File: src/include/mps_params.svh
// Serial port constants
`ifndef MPS_PARAMS_SVH
`define MPS_PARAMS_SVH

// ****************************************************************
// Register byte offsets
// ****************************************************************
`define MPS_OFS_CCR 8'h00
`define MPS_OFS_CTL1 8'h04
`define MPS_OFS_BAUD 8'h08
`define MPS_OFS_CTL2 8'h0C
`define MPS_OFS_RXST 8'h10
`define MPS_OFS_RXBUF 8'h14
`define MPS_OFS_TXBUF 8'h18

// ****************************************************************
// Field positions
// ****************************************************************
`define MPS_CCR_MODE 3
`define MPS_CCR_PEN 5
`define MPS_CCR_EVEN 6
`define MPS_CCR_STOP2 7
`define MPS_CTL1_RXEN 0
`define MPS_CTL1_TXEN 1
`define MPS_CTL1_SLEEP 2
`define MPS_CTL1_WAKE 3
`define MPS_CTL1_ERRIE 6
`define MPS_CTL2_TXIE 0
`define MPS_CTL2_RXIE 1
`define MPS_RXST_WAKE 1
`define MPS_RXST_PE 2
`define MPS_RXST_OE 3
`define MPS_RXST_FE 4
`define MPS_RXST_RDY 6
`define MPS_RXST_ERR 7

// ****************************************************************
// Timing and resets
// ****************************************************************
`define MPS_CCR_RST 8'h07
`define MPS_BAUD_RST 16'h0000
`define MPS_BIT_TICKS 8
`define MPS_START_TICKS 4
`define MPS_GAP_BITS 10
`define MPS_WAKE_IDLE_BITS 11

`endif

File: src/include/mps_pkg.sv
// Serial port types
package mps_pkg;
    typedef enum logic [1:0] {
        MPS_RX_HUNT = 2'b00,
        MPS_RX_START = 2'b01,
        MPS_RX_BITS = 2'b10
    } mps_rx_state_t;

    typedef enum logic {
        MPS_TX_IDLE = 1'b0,
        MPS_TX_SEND = 1'b1
    } mps_tx_state_t;
endpackage : mps_pkg

File: src/include/mps_tx_if.sv
// Register side to transmit shifter
`timescale 1ns/1ps
interface mps_tx_if;
    logic tick;
    logic ld;
    logic [7:0] data;
    logic wake;
    logic [2:0] char_code;
    logic addr_mode;
    logic par_en;
    logic par_even;
    logic two_stop;
    logic rdy;
    logic busy;
    logic line;
    modport ctl (output tick, ld, data, wake, char_code, addr_mode, par_en,
                 par_even, two_stop, input rdy, busy, line);
    modport sh (input tick, ld, data, wake, char_code, addr_mode, par_en,
                par_even, two_stop, output rdy, busy, line);
endinterface : mps_tx_if

File: src/hdl/mps_serial.sv
// Multiprocessor asynchronous serial port with APB registers
// Operation
// RULE1: Mode bit picks idle-line or address-bit
// RULE2: Ten idle bit times mark block start
// RULE3: Address frame wakes, requests receive interrupt
// RULE4: Sleeping receiver shifts but sets no flags
// RULE5: Software compares address, clears sleep on match
// RULE6: Sender may leave ten-bit gap itself
// RULE7: Software sets wake, writes dummy, then address
// RULE8: Wake frame sends eleven idle bits instead
// RULE9: Load copies wake to latch, clears request
// RULE10: Buffer free once word enters shift register
// RULE11: Address mode adds address bit after data
// RULE12: Latched wake value becomes sent address bit
// RULE13: Address mode ignores idle gaps
// RULE14: Software sets wake only for address frames
// RULE15: Start, one-eight data, parity, one-two stops
// RULE16: Each bit spans eight sample ticks
// RULE17: Start needs four zero ticks, else rehunt
// RULE18: Majority of ticks four, five, six
// RULE19: Idle-line mode suits point-to-point links
// RULE20: Hardware never changes the sleep bit
// RULE21: Address mode wakes only on address bit one
// RULE22: Parity select zero odd, one even
// RULE23: Receiver rehunts after stop, idle line high
// RULE24: First frame after gap is address frame
`timescale 1ns/1ps
`include "mps_params.svh"
module mps_serial (
    input wire logic clock_i,           // System clock, 40 MHz
    input wire logic srst_i,            // Synchronous reset, active high
    input wire logic psel_i,            // APB select
    input wire logic penable_i,         // APB enable
    input wire logic pwrite_i,          // APB write
    input wire logic [7:0] paddr_i,     // APB byte address
    input wire logic [31:0] pwdata_i,   // APB write data
    output logic [31:0] prdata_o,       // APB read data
    output logic pready_o,              // APB ready
    output logic pslverr_o,             // APB error on unmapped address
    input wire logic rxd_i,             // Serial receive line
    output logic txd_o,                 // Serial transmit line
    output logic rx_irq_o,              // Receive interrupt request
    output logic tx_irq_o               // Transmit interrupt request
);
    localparam logic [2:0] PH_LAST = 3'(`MPS_BIT_TICKS - 1);
    localparam logic [2:0] PH_START = 3'(`MPS_START_TICKS - 1);
    localparam logic [6:0] GAP_TICKS = 7'(`MPS_GAP_BITS * `MPS_BIT_TICKS);

    // ****************************************************************
    // Register bus decode
    // ****************************************************************
    wire acc = psel_i & penable_i;
    wire wr = acc & pwrite_i;
    wire rd = acc & ~pwrite_i;
    wire hit_ccr = (paddr_i == `MPS_OFS_CCR);
    wire hit_ctl1 = (paddr_i == `MPS_OFS_CTL1);
    wire hit_baud = (paddr_i == `MPS_OFS_BAUD);
    wire hit_ctl2 = (paddr_i == `MPS_OFS_CTL2);
    wire hit_rxst = (paddr_i == `MPS_OFS_RXST);
    wire hit_rxbuf = (paddr_i == `MPS_OFS_RXBUF);
    wire hit_txbuf = (paddr_i == `MPS_OFS_TXBUF);
    wire mapped = hit_ccr | hit_ctl1 | hit_baud | hit_ctl2 | hit_rxst
                | hit_rxbuf | hit_txbuf;
    wire wr_ccr = wr & hit_ccr;
    wire wr_ctl1 = wr & hit_ctl1;
    wire wr_baud = wr & hit_baud;
    wire wr_ctl2 = wr & hit_ctl2;
    wire wr_rxst = wr & hit_rxst;
    wire wr_txbuf = wr & hit_txbuf;
    wire rd_rxbuf = rd & hit_rxbuf;

    assign pready_o = 1'b1;
    assign pslverr_o = acc & ~mapped;

    // ****************************************************************
    // Registers
    // ****************************************************************
    logic [7:0] comm_control_reg_q;
    logic rx_en_q;
    logic tx_en_q;
    logic sleep_q;
    logic tx_wake_request_q;
    logic rx_err_irq_en_q;
    logic [15:0] baud_q;
    logic tx_irq_en_q;
    logic rx_break_irq_enable_q;
    logic rx_wake_flag_q;
    logic par_err_q;
    logic ovr_err_q;
    logic frm_err_q;
    logic rx_char_ready_q;
    logic [7:0] rx_buf_q;
    logic [7:0] tx_buffer_reg_q;
    logic tx_full_q;

    wire addr_mode = comm_control_reg_q[`MPS_CCR_MODE];  // RULE1
    wire par_en = comm_control_reg_q[`MPS_CCR_PEN];
    wire par_even = comm_control_reg_q[`MPS_CCR_EVEN];
    wire [2:0] char_code = comm_control_reg_q[2:0];
    wire rx_err = par_err_q | ovr_err_q | frm_err_q;

    wire [7:0] ctl1_rd = {1'b0, rx_err_irq_en_q, 2'b00, tx_wake_request_q,
                          sleep_q, tx_en_q, rx_en_q};
    wire [7:0] ctl2_rd;
    wire [7:0] rxst_rd = {rx_err, rx_char_ready_q, 1'b0, frm_err_q,
                          ovr_err_q, par_err_q, rx_wake_flag_q, 1'b0};
    wire [15:0] rd_mux = hit_ccr ? {8'h00, comm_control_reg_q}
                       : hit_ctl1 ? {8'h00, ctl1_rd}
                       : hit_baud ? baud_q
                       : hit_ctl2 ? {8'h00, ctl2_rd}
                       : hit_rxst ? {8'h00, rxst_rd}
                       : hit_rxbuf ? {8'h00, rx_buf_q}
                       : 16'h0000;
    assign prdata_o = rd ? {16'h0000, rd_mux} : 32'h0000_0000;

    // ****************************************************************
    // Sample tick divider
    // ****************************************************************
    logic [15:0] div_q;
    wire sample_clock_tick = (div_q == 16'h0000);

    always_ff @(posedge clock_i) begin
        if (srst_i) begin
            div_q <= `MPS_BAUD_RST;
        end else begin
            div_q <= sample_clock_tick ? baud_q : div_q - 16'd1;
        end
    end

    // ****************************************************************
    // Receiver
    // ****************************************************************
    mps_pkg::mps_rx_state_t rx_state_q;
    logic [2:0] rx_ph_q;
    logic [3:0] rx_idx_q;
    logic [10:0] rx_frame_q;
    logic [1:0] votes_q;
    logic [6:0] idle_cnt_q;
    logic gap_seen_q;

    wire [3:0] len = {1'b0, char_code} + 4'd1;
    wire [3:0] pos_par = len + {3'b000, addr_mode};
    wire [3:0] pos_stop = pos_par + {3'b000, par_en};
    wire maj = (votes_q[0] & votes_q[1]) | (votes_q[0] & rxd_i)
             | (votes_q[1] & rxd_i);  // RULE18
    wire in_bits = (rx_state_q == mps_pkg::MPS_RX_BITS);
    wire decide = in_bits & sample_clock_tick & (rx_ph_q == 3'd5);
    wire rx_done = decide & (rx_idx_q == pos_stop);
    wire [7:0] char_mask = 8'hFF >> (3'd7 - char_code);
    wire [7:0] rx_data = rx_frame_q[7:0] & char_mask;
    wire rx_addr_bit = rx_frame_q[len];
    wire par_calc = ~par_even ^ (^rx_data) ^ (addr_mode & rx_addr_bit);
    wire par_bad = par_en & (rx_frame_q[pos_par] != par_calc);
    wire addr_hit = addr_mode ? rx_addr_bit  // RULE21 RULE13
                              : gap_seen_q;  // RULE24
    wire take = rx_done & rx_en_q & (~sleep_q | addr_hit);  // RULE4 RULE3

    always_ff @(posedge clock_i) begin
        if (srst_i) begin
            rx_state_q <= mps_pkg::MPS_RX_HUNT;
            rx_ph_q <= 3'h0;
            rx_idx_q <= 4'h0;
            rx_frame_q <= 11'h000;
            votes_q <= 2'b00;
        end else if (sample_clock_tick) begin
            case (rx_state_q)
                mps_pkg::MPS_RX_HUNT: begin
                    if (!rxd_i) begin
                        rx_state_q <= mps_pkg::MPS_RX_START;
                        rx_ph_q <= 3'h1;
                    end
                end
                mps_pkg::MPS_RX_START: begin
                    rx_ph_q <= rx_ph_q + 3'd1;
                    if (rxd_i && rx_ph_q <= PH_START) begin
                        rx_state_q <= mps_pkg::MPS_RX_HUNT;  // RULE17
                    end else if (rx_ph_q == PH_LAST) begin
                        rx_state_q <= mps_pkg::MPS_RX_BITS;
                        rx_idx_q <= 4'h0;
                    end
                end
                mps_pkg::MPS_RX_BITS: begin
                    rx_ph_q <= rx_ph_q + 3'd1;  // RULE16
                    if (rx_ph_q == 3'd3) begin
                        votes_q[0] <= rxd_i;
                    end
                    if (rx_ph_q == 3'd4) begin
                        votes_q[1] <= rxd_i;
                    end
                    if (rx_ph_q == 3'd5) begin
                        rx_frame_q[rx_idx_q] <= maj;
                        if (rx_idx_q == pos_stop) begin
                            rx_state_q <= mps_pkg::MPS_RX_HUNT;  // RULE23
                        end
                    end
                    if (rx_ph_q == PH_LAST) begin
                        rx_idx_q <= rx_idx_q + 4'd1;
                    end
                end
                default: begin
                    rx_state_q <= mps_pkg::MPS_RX_HUNT;
                end
            endcase
        end
    end

    // Idle gap watch for block starts
    always_ff @(posedge clock_i) begin
        if (srst_i) begin
            idle_cnt_q <= 7'h00;
            gap_seen_q <= 1'b0;
        end else begin
            if (!rxd_i || rx_state_q != mps_pkg::MPS_RX_HUNT) begin
                idle_cnt_q <= 7'h00;
            end else if (sample_clock_tick && idle_cnt_q != GAP_TICKS) begin
                idle_cnt_q <= idle_cnt_q + 7'd1;
            end
            if (rx_done) begin
                gap_seen_q <= 1'b0;
            end
            if (idle_cnt_q == GAP_TICKS) begin
                gap_seen_q <= 1'b1;  // RULE2
            end
        end
    end

    // ****************************************************************
    // Control and status registers
    // ****************************************************************
    always_ff @(posedge clock_i) begin
        if (srst_i) begin
            comm_control_reg_q <= `MPS_CCR_RST;
            rx_en_q <= 1'b0;
            tx_en_q <= 1'b0;
            sleep_q <= 1'b0;
            rx_err_irq_en_q <= 1'b0;
            baud_q <= `MPS_BAUD_RST;
            tx_irq_en_q <= 1'b0;
            rx_break_irq_enable_q <= 1'b0;
        end else begin
            if (wr_ccr) begin
                comm_control_reg_q <= pwdata_i[7:0];
            end
            if (wr_ctl1) begin
                rx_en_q <= pwdata_i[`MPS_CTL1_RXEN];
                tx_en_q <= pwdata_i[`MPS_CTL1_TXEN];
                sleep_q <= pwdata_i[`MPS_CTL1_SLEEP];  // RULE20
                rx_err_irq_en_q <= pwdata_i[`MPS_CTL1_ERRIE];
            end
            if (wr_baud) begin
                baud_q <= pwdata_i[15:0];
            end
            if (wr_ctl2) begin
                tx_irq_en_q <= pwdata_i[`MPS_CTL2_TXIE];
                rx_break_irq_enable_q <= pwdata_i[`MPS_CTL2_RXIE];
            end
        end
    end

    always_ff @(posedge clock_i) begin
        if (srst_i) begin
            rx_wake_flag_q <= 1'b0;
            par_err_q <= 1'b0;
            ovr_err_q <= 1'b0;
            frm_err_q <= 1'b0;
            rx_char_ready_q <= 1'b0;
            rx_buf_q <= 8'h00;
        end else begin
            if (rd_rxbuf) begin
                rx_char_ready_q <= 1'b0;
            end
            if (wr_rxst) begin
                par_err_q <= par_err_q & ~pwdata_i[`MPS_RXST_PE];
                ovr_err_q <= ovr_err_q & ~pwdata_i[`MPS_RXST_OE];
                frm_err_q <= frm_err_q & ~pwdata_i[`MPS_RXST_FE];
            end
            if (rx_done && rx_en_q) begin
                rx_wake_flag_q <= addr_hit;
            end
            if (take) begin
                rx_char_ready_q <= 1'b1;
                rx_buf_q <= rx_data;
                par_err_q <= par_err_q | par_bad;
                frm_err_q <= frm_err_q | ~maj;
                ovr_err_q <= ovr_err_q | (rx_char_ready_q & ~rd_rxbuf);
            end
        end
    end

    assign rx_irq_o = (rx_break_irq_enable_q & rx_char_ready_q)  // RULE3
                    | (rx_err_irq_en_q & rx_err);

    // ****************************************************************
    // Transmit buffer and wake request
    // ****************************************************************
    mps_tx_if txi ();
    wire tx_ld = tx_full_q & tx_en_q & txi.rdy;

    always_ff @(posedge clock_i) begin
        if (srst_i) begin
            tx_buffer_reg_q <= 8'h00;
            tx_full_q <= 1'b0;
            tx_wake_request_q <= 1'b0;
        end else begin
            if (tx_ld) begin
                tx_full_q <= 1'b0;  // RULE10
                tx_wake_request_q <= 1'b0;  // RULE9
            end
            if (wr_ctl1) begin
                tx_wake_request_q <= pwdata_i[`MPS_CTL1_WAKE];
            end
            if (wr_txbuf) begin
                tx_buffer_reg_q <= pwdata_i[7:0];
                tx_full_q <= 1'b1;
            end
        end
    end

    assign ctl2_rd = {~tx_full_q, ~tx_full_q & ~txi.busy, 4'h0,
                      rx_break_irq_enable_q, tx_irq_en_q};
    assign tx_irq_o = tx_irq_en_q & ~tx_full_q;

    assign txi.tick = sample_clock_tick;
    assign txi.ld = tx_ld;
    assign txi.data = tx_buffer_reg_q;
    assign txi.wake = tx_wake_request_q;
    assign txi.char_code = char_code;
    assign txi.addr_mode = addr_mode;
    assign txi.par_en = par_en;
    assign txi.par_even = par_even;
    assign txi.two_stop = comm_control_reg_q[`MPS_CCR_STOP2];

    mps_tx u_tx (
        .clock_i(clock_i),
        .srst_i(srst_i),
        .txi(txi)
    );

    assign txd_o = txi.line;
endmodule : mps_serial

File: src/hdl/mps_tx.sv
// Transmit shifter with wake latch
`timescale 1ns/1ps
`include "mps_params.svh"
module mps_tx (
    input wire logic clock_i,    // System clock
    input wire logic srst_i,     // Synchronous reset
    mps_tx_if.sh txi             // Load port from register side
);
    localparam logic [2:0] PH_LAST = 3'(`MPS_BIT_TICKS - 1);
    localparam logic [3:0] GAP_N = 4'(`MPS_WAKE_IDLE_BITS);

    mps_pkg::mps_tx_state_t state_q;
    logic [12:0] tx_shift_reg_q;
    logic [12:0] vec;
    logic [3:0] idx_q;
    logic [3:0] n_q;
    logic [3:0] n_d;
    logic [3:0] p;
    logic [2:0] ph_q;
    logic wake_temp_latch_q;
    logic line_q;
    logic par;
    logic gap;

    // ****************************************************************
    // Frame assembly, start bit first
    // ****************************************************************
    assign gap = txi.wake & ~txi.addr_mode;
    always_comb begin
        vec = '1;
        par = ~txi.par_even ^ (txi.addr_mode & txi.wake);  // RULE22
        vec[0] = 1'b0;
        for (int i = 0; i < 8; i++) begin
            if (3'(i) <= txi.char_code) begin
                vec[i + 1] = txi.data[i];
                par = par ^ txi.data[i];
            end
        end
        p = {1'b0, txi.char_code} + 4'd2;
        if (txi.addr_mode) begin
            vec[p] = txi.wake;  // RULE11 RULE12
            p = p + 4'd1;
        end
        if (txi.par_en) begin
            vec[p] = par;
            p = p + 4'd1;
        end
        n_d = p + {3'b000, txi.two_stop};  // RULE15
        if (gap) begin
            vec = '1;  // RULE8
            n_d = GAP_N - 4'd1;
        end
    end

    // ****************************************************************
    // Shifter
    // ****************************************************************
    always_ff @(posedge clock_i) begin
        if (srst_i) begin
            state_q <= mps_pkg::MPS_TX_IDLE;
            tx_shift_reg_q <= '1;
            idx_q <= 4'h0;
            n_q <= 4'h0;
            ph_q <= 3'h0;
            wake_temp_latch_q <= 1'b0;
            line_q <= 1'b1;
        end else if (state_q == mps_pkg::MPS_TX_IDLE) begin
            line_q <= 1'b1;  // RULE23
            if (txi.ld) begin
                state_q <= mps_pkg::MPS_TX_SEND;
                tx_shift_reg_q <= vec;
                wake_temp_latch_q <= txi.wake;  // RULE9
                n_q <= n_d;
                idx_q <= 4'h0;
                ph_q <= 3'h0;
                line_q <= vec[0];
            end
        end else if (txi.tick) begin
            ph_q <= ph_q + 3'd1;  // RULE16
            if (ph_q == PH_LAST) begin
                idx_q <= idx_q + 4'd1;
                line_q <= tx_shift_reg_q[idx_q + 4'd1] | (wake_temp_latch_q & ~txi.addr_mode);  // RULE8
                if (idx_q == n_q) begin
                    state_q <= mps_pkg::MPS_TX_IDLE;
                    line_q <= 1'b1;
                end
            end
        end
    end

    assign txi.rdy = (state_q == mps_pkg::MPS_TX_IDLE);
    assign txi.busy = (state_q == mps_pkg::MPS_TX_SEND);
    assign txi.line = line_q;
endmodule : mps_tx

File: config.mk
export PLATFORM = sky130hd
export DESIGN_NAME = mps_serial
export DESIGN_NICKNAME = d
export VERILOG_FILES = /design/src/include/mps_pkg.sv /design/src/include/mps_tx_if.sv /design/src/hdl/mps_serial.sv /design/src/hdl/mps_tx.sv
export VERILOG_INCLUDE_DIRS = /design/src /design/src/include
export SDC_FILE = /design/constraint.sdc
export NUM_CORES = 1
export LEC_CHECK = 0
export BUFFER_PORTS_ARGS = -buffer_cell sky130_fd_sc_hd__buf_2
export CAP_MARGIN = 5
export CORE_MARGIN = 3
export CORE_UTILIZATION = 40
export CTS_CLUSTER_DIAMETER = 30
export CTS_CLUSTER_SIZE = 20
export DETAILED_ROUTE_END_ITERATION = 7
export SLEW_MARGIN = 20
export SYNTH_ARGS = -nofsm -noshare
export SYNTH_HDL_FRONTEND = slang
export SYNTH_HIERARCHICAL = 1
export SYNTH_SLANG_ARGS = --single-unit
export TNS_END_PERCENT = 1
File: constraint.sdc
create_clock -name clock_i -period 4.47 [get_ports clock_i]
set_clock_uncertainty 0.2 [all_clocks]
set_input_delay 0 -clock clock_i [delete_from_list [all_inputs] [get_ports clock_i]]
set_output_delay 0 -clock clock_i [all_outputs]
set_load 0.005 [all_outputs]
# --- Word-level counts from Yosys, hierarchy flattened ---
# Index checks and enable logic that the tools add are counted.
# W data, S select, Z words.
word_totals:
  input_bits: 46
  elab_cells: 288
  regBits: 126
  output_inout_bits: 37
op_classes:
  shift: 1
  muxes: 88
  n_addsub: 14
  n_reduce_logical: 33
  bitwise_logic: 74
  magnitude_cmp: 18
  eq_ne: 27
ops:
  columns: ["op", "n"]
  rows:
  - ["$mux W16", 5]
  - ["$mux W1", 46]
  - ["$mux W4", 10]
  - ["$mux W13", 3]
  - ["$and A1 B1 Y1", 34]
  - ["$lt A4 B5 Y1 const B", 6]
  - ["$bwmux W13", 2]
  - ["$eq A8 B5 Y1 const B", 3]
  - ["$mux W8", 3]
  - ["$reduce_bool A2 Y1", 9]
  - ["$add A4 B1 Y4 const B", 4]
  - ["$eq A8 B4 Y1 const B", 2]
  - ["$logic_not A16 Y1", 1]
  - ["$or A1 B1 Y1", 16]
  - ["$sub A16 B1 Y16 const B", 1]
  - ["$reduce_and A3 Y1", 5]
  - ["$add A4 B1 Y4", 3]
  - ["$bmux W1 S4", 3]
  - ["$demux W1 S4", 3]
  - ["$eq A3 B3 Y1 const B", 4]
  - ["$ge A4 B1 Y1 const B", 3]
  - ["$le A3 B3 Y1 const A", 4]
  - ["$mux W3", 4]
  - ["$not A1 Y1", 12]
  - ["other kinds (36)", 69]

# --- Logic depth before layout (Yosys ltp) ---
logic_depth:
  word_depth: 23
  depth_mapped: 13
  depth_no_buf: 11

# --- By module ---
# The synthesis kept the hierarchy.
by_module_without_submodules:
  columns: ["mod", "area_per_inst_um2", "cells_each", "n_inst", "seq_area_each_um2"]
  rows:
  - ["mps_serial", 5507.8, 664, 1, 1981.9]
  - ["mps_tx", 2302.2, 302, 1, 540.5]

# --- Worst setup path after synthesis ---
# OpenSTA, ideal clock, no wires.
synth_path:
  path_kind: "reg2reg"
  start: "register comm_control_reg_q[1]"
  end: "register rx_buf_q[1]"
  setup_slack_ps: 809
  path_stages_with_launch: 13
  period_less_slack_ps: 3661
  t_arrival_ps: 3334
  path_buffers: 2
  required_time_ps: 4142
  setup_ps: 128
  cell_sequence: "dfxtp_1 -> buf_2 -> inv_1 -> ha_1 -> ha_1 -> ha_1 -> xor2_1 -> or4_4 -> nor4b_4 -> o21a_4 -> buf_6 -> mux2i_1 -> nor2_1"
synth_between:
  elab_chain_cells: 7
  word_cells_on_any_way: 14
  cone_classes: "4 x add/sub; 1 x eq/ne; 1 x shift; 3 x mux; 5 x bitwise"
synth_lines:
  columns: ["element", "line", "text"]
  rows:
  - ["from (decl)", "mps_serial.sv:78", "logic [7:0] comm_control_reg_q;"]
  - ["from (signal assigned)", "mps_serial.sv:232", "comm_control_reg_q <= `MPS_CCR_RST;"]
  - ["from (signal assigned)", "mps_serial.sv:242", "comm_control_reg_q <= pwdata_i[7:0];"]
  - ["$add A3 B1 Y4", "mps_serial.sv:141", "wire [3:0] len = {1'b0, char_code} + 4'd1;"]
  - ["$add A4 B1 Y4", "mps_serial.sv:142", "wire [3:0] pos_par = len + {3'b000, addr_mode};"]
  - ["$add A4 B1 Y4", "mps_serial.sv:143", "wire [3:0] pos_stop = pos_par + {3'b000, par_en};"]
  - ["$eq A4 B4 Y1", "mps_serial.sv:148", "wire rx_done = decide & (rx_idx_q == pos_stop);"]
  - ["$and A1 B1 Y1", "mps_serial.sv:148", null]
  - ["$and A1 B1 Y1 (2 in a row)", "mps_serial.sv:156", "wire take = rx_done & rx_en_q & (~sleep_q | addr_hit);"]
  - ["to (signal assigned)", "mps_serial.sv:282", "rx_buf_q <= rx_data;"]
  - ["to (decl)", "mps_serial.sv:92", "logic [7:0] rx_buf_q;"]
# Parallel ways exist; a longest one is shown, timed or not. The select of a mux whose other input is x is not followed.
# A chain may end at the register's enable or synchronous reset.

# --- Worst setup path in the final report ---
layout_path:
  start: "register comm_control_reg_q[0]"
  end: "register rx_buf_q[3]"
# Same word-level chain as after synthesis.

==> run summary <==
DRT Pass-1 Iters: 7
Netlist cell types: 75
Worst-path clk slew: 0.06 ns
final instance area: 0.00913 mm²
Rows: 50
Post-CTS Setup Bufs: 0
Worst VDD drop: 0.000252 V
core area: 0.0190 mm²
CTS Buf Count: 17
I/O pin total: 83
first-pass GRT wire length: 34400 µm
warnings from Yosys: 6
CP peak stage delay: 0.50 ns
Final #Nets: 1116
Worst Hold Class: in2reg
most frequent cell after synthesis: dfxtp_1
Via Count: 6981
crit path cell chain: inv_1, ha_1, ha_1, ha_1, xor2_1, or4_4, nor4b_4, o21a_4, mux2i_1, nor2_1
cell repeated most along the worst path: ha_1
Post-synth EDFFs: 0
starting density of the core: 0.412
Skew-Pair Late Insertion Delay: 0.42 ns
hpwl dp: 14800 µm
P&R area growth vs syn: 16.9%
Diodes inserted: 0
CP bufs+invs: 1
initial antenna violation count: 0
Post-CTS Hold Buffers: 34
RSZ-0062 raised after global routing: no
Die ar.: 0.0212 mm²
Starting DRT DRC Count: 454
Clock Tree Buf Depth: 2
fillcell total: 1906
synth top area cells: dfxtp_1 32%, ha_1 6.6%, nor2_1 6.0%, mux2i_1 5.8%, nand2_1 5.6%
setup TNS: 0 ns
Post-synth top flop: dfxtp_1
Slew Viols, Final: 0
Post-Synthesis Cells: 966
CP delay by family, top: adder cells
Hold Fails Final Rpt: 0
remaining global-route overflow: 0
Commonest cells post-synth: 126 x dfxtp_1, 124 x nor2_1, 117 x nand2_1
via-per-instance ratio: 5.37
final period utilization: 0.778
Critical Path Stages: 10
Core Util, Final: 0.482
post-synth top area share: 0.323
status: complete, no violations
Critical Path AT: 3.55 ns
chip height: 146 µm
hold path cells: 5
antenna viol nets, final: 0
DRC violations left: 0
Worst path slowest cell: or4_4
share of flip-flops with an asynchronous set or reset: 0
Tmin final: 3.48 ns
CTS resizes: 0
CTS root buf: clkbuf_16
PD cells: 355 mW/mm²
syn_area_per_cell: 8.08 µm²
total track usage: 0.199
Wirelength per Cell: 16.2 µm
largest driver fanout on the critical path: 12
I/O Buffers: 49
Mapped Area: 0.00781 mm²
CP Data Required Time: 4.54 ns
total leakage power: 0.00368 µW
Setup Crit Path Kind: reg2reg
CP endpoint kind: register
worst slew pin tran: 0.752 ns
Placed Area: 0.00817 mm²
RePlAce Congestion: 0.894
area leader, netlist: dfxtp_1
vias in the first global route: 6652
startpoint class of the critical path: register
clk sinks: 126
f_max: 287 MHz
Finish-stage setup viols: 0
post-synthesis sequential area ratio: 0.323
WL final: 21100 µm
relative slew slack: 0.494
TritonCTS clock tree: built
largest net degree at the start of global routing: 63
H-tree level count: 4
r2r worst-path depth: 10
share of layout cells above drive strength 1: 0.118
Die X: 146 µm
max-cap violation count: 0
synthesized flop and latch total: 126
==> per-layer routing <==
layer  GRT usage  routed length [µm]  share of wire  up-vias
met5           0                   0              0        -
met4      0.0503                 305          0.014        0
met3      0.0367                 859          0.041       22
met2       0.317                9720           0.46      145
met1       0.279               10200           0.48     3325
li1            -                   -              -     3489
==> registers in the layout, summed over array words and instances, names as in the netlist, 7 cells and up <==
register,flops
comm_control_reg_q,8
rx_buf_q,8
div_q,16
tx_buffer_reg_q,8
idle_cnt_q,7
u_tx/tx_shift_reg_q,13
baud_q,16
rx_frame_q,11
==> final cells by class <==
type                       instances  area [µm²]  share of cell area
timing repair buffer              96         686              0.0751
inverter                          38         143              0.0156
clock buffer                      19         453              0.0496
tap                              260         325              0.0356
multi-input combinational        750        4840               0.530
clock inverter                    12         161              0.0177
sequential                       126        2520               0.276
==> stage by stage <==
| step | total power, µW | setup slack, ns | hold slack (ns) | std cells |
|---|---|---|---|---|
| final | 3240 | 0.992 | 0.0172 | 1301 |
| after detailed placement | 1810 | 0.970 | 0.0499 | 1236 |
| after floorplan | 1670 | 0.809 | -0.111 | 981 |
| after global routing | 3410 | 0.814 | 0.0464 | 1301 |
| after global placement | 1800 | 1.03 | 0.0471 | 1236 |
| after CTS | 3270 | 0.966 | 0.00668 | 1301 |
==> logic make-up after synthesis <==
kind of cell | share of synthesized area
AO/OA/AOI/OAI | 0.164
adder cells (fa/ha/maj) | 0.0670
buffers and inverters | 0.0647
multiplexers | 0.0836
XOR/XNOR | 0.0710
AND/OR/NAND/NOR | 0.226
other | 0.000962
flip-flops | 0.323
==> tightest hold or removal path, stage by stage <==
cell	delay (ns)
buf_2	0.11
and3_1	0.20
nand3_1	0.13
mux2i_1	0.09
nor2_1	0.07
==> layout by cell type, fill, tap and decap left out, drive strengths merged, types with 7 or more instances in the layout <==
| cell type | n |
|---|---|
| a211oi | 23 |
| a21oi | 69 |
| a22oi | 10 |
| a31oi | 7 |
| a32oi | 7 |
| and2 | 14 |
| buf | 62 |
| clkbuf | 19 |
| conb | 17 |
| dfxtp | 126 |
| dlygate4sd3 | 34 |
| ha | 41 |
| inv | 39 |
| mux2i | 45 |
| nand2 | 117 |
| nand2b | 8 |
| nand3 | 47 |
| nand4 | 9 |
| nor2 | 124 |
| nor2b | 8 |
| nor3 | 24 |
| o211ai | 11 |
| o21ai | 27 |
| o31ai | 7 |
| xnor2 | 27 |
| xor2 | 25 |
==> worst paths after layout <==
path	from	end	slack [ns]
min	pwrite_i	tx_irq_en_q$_SDFFE_PP0P_	0.02
max	comm_control_reg_q[0]$_SDFFE_PP1P_	rx_buf_q[3]$_SDFFE_PP0P_	0.99
min reg2reg	rx_buf_q[2]$_SDFFE_PP0P_	rx_buf_q[2]$_SDFFE_PP0P_	0.25
max reg2reg	comm_control_reg_q[0]$_SDFFE_PP1P_	rx_buf_q[3]$_SDFFE_PP0P_	0.99
==> power by group <==
part | internal, µW | switching (µW)
clock | 907 | 534
sequential | 1180 | 60.0
combinational | 223 | 336
total | 2310 | 930
(Power assumes the default switching activity.)
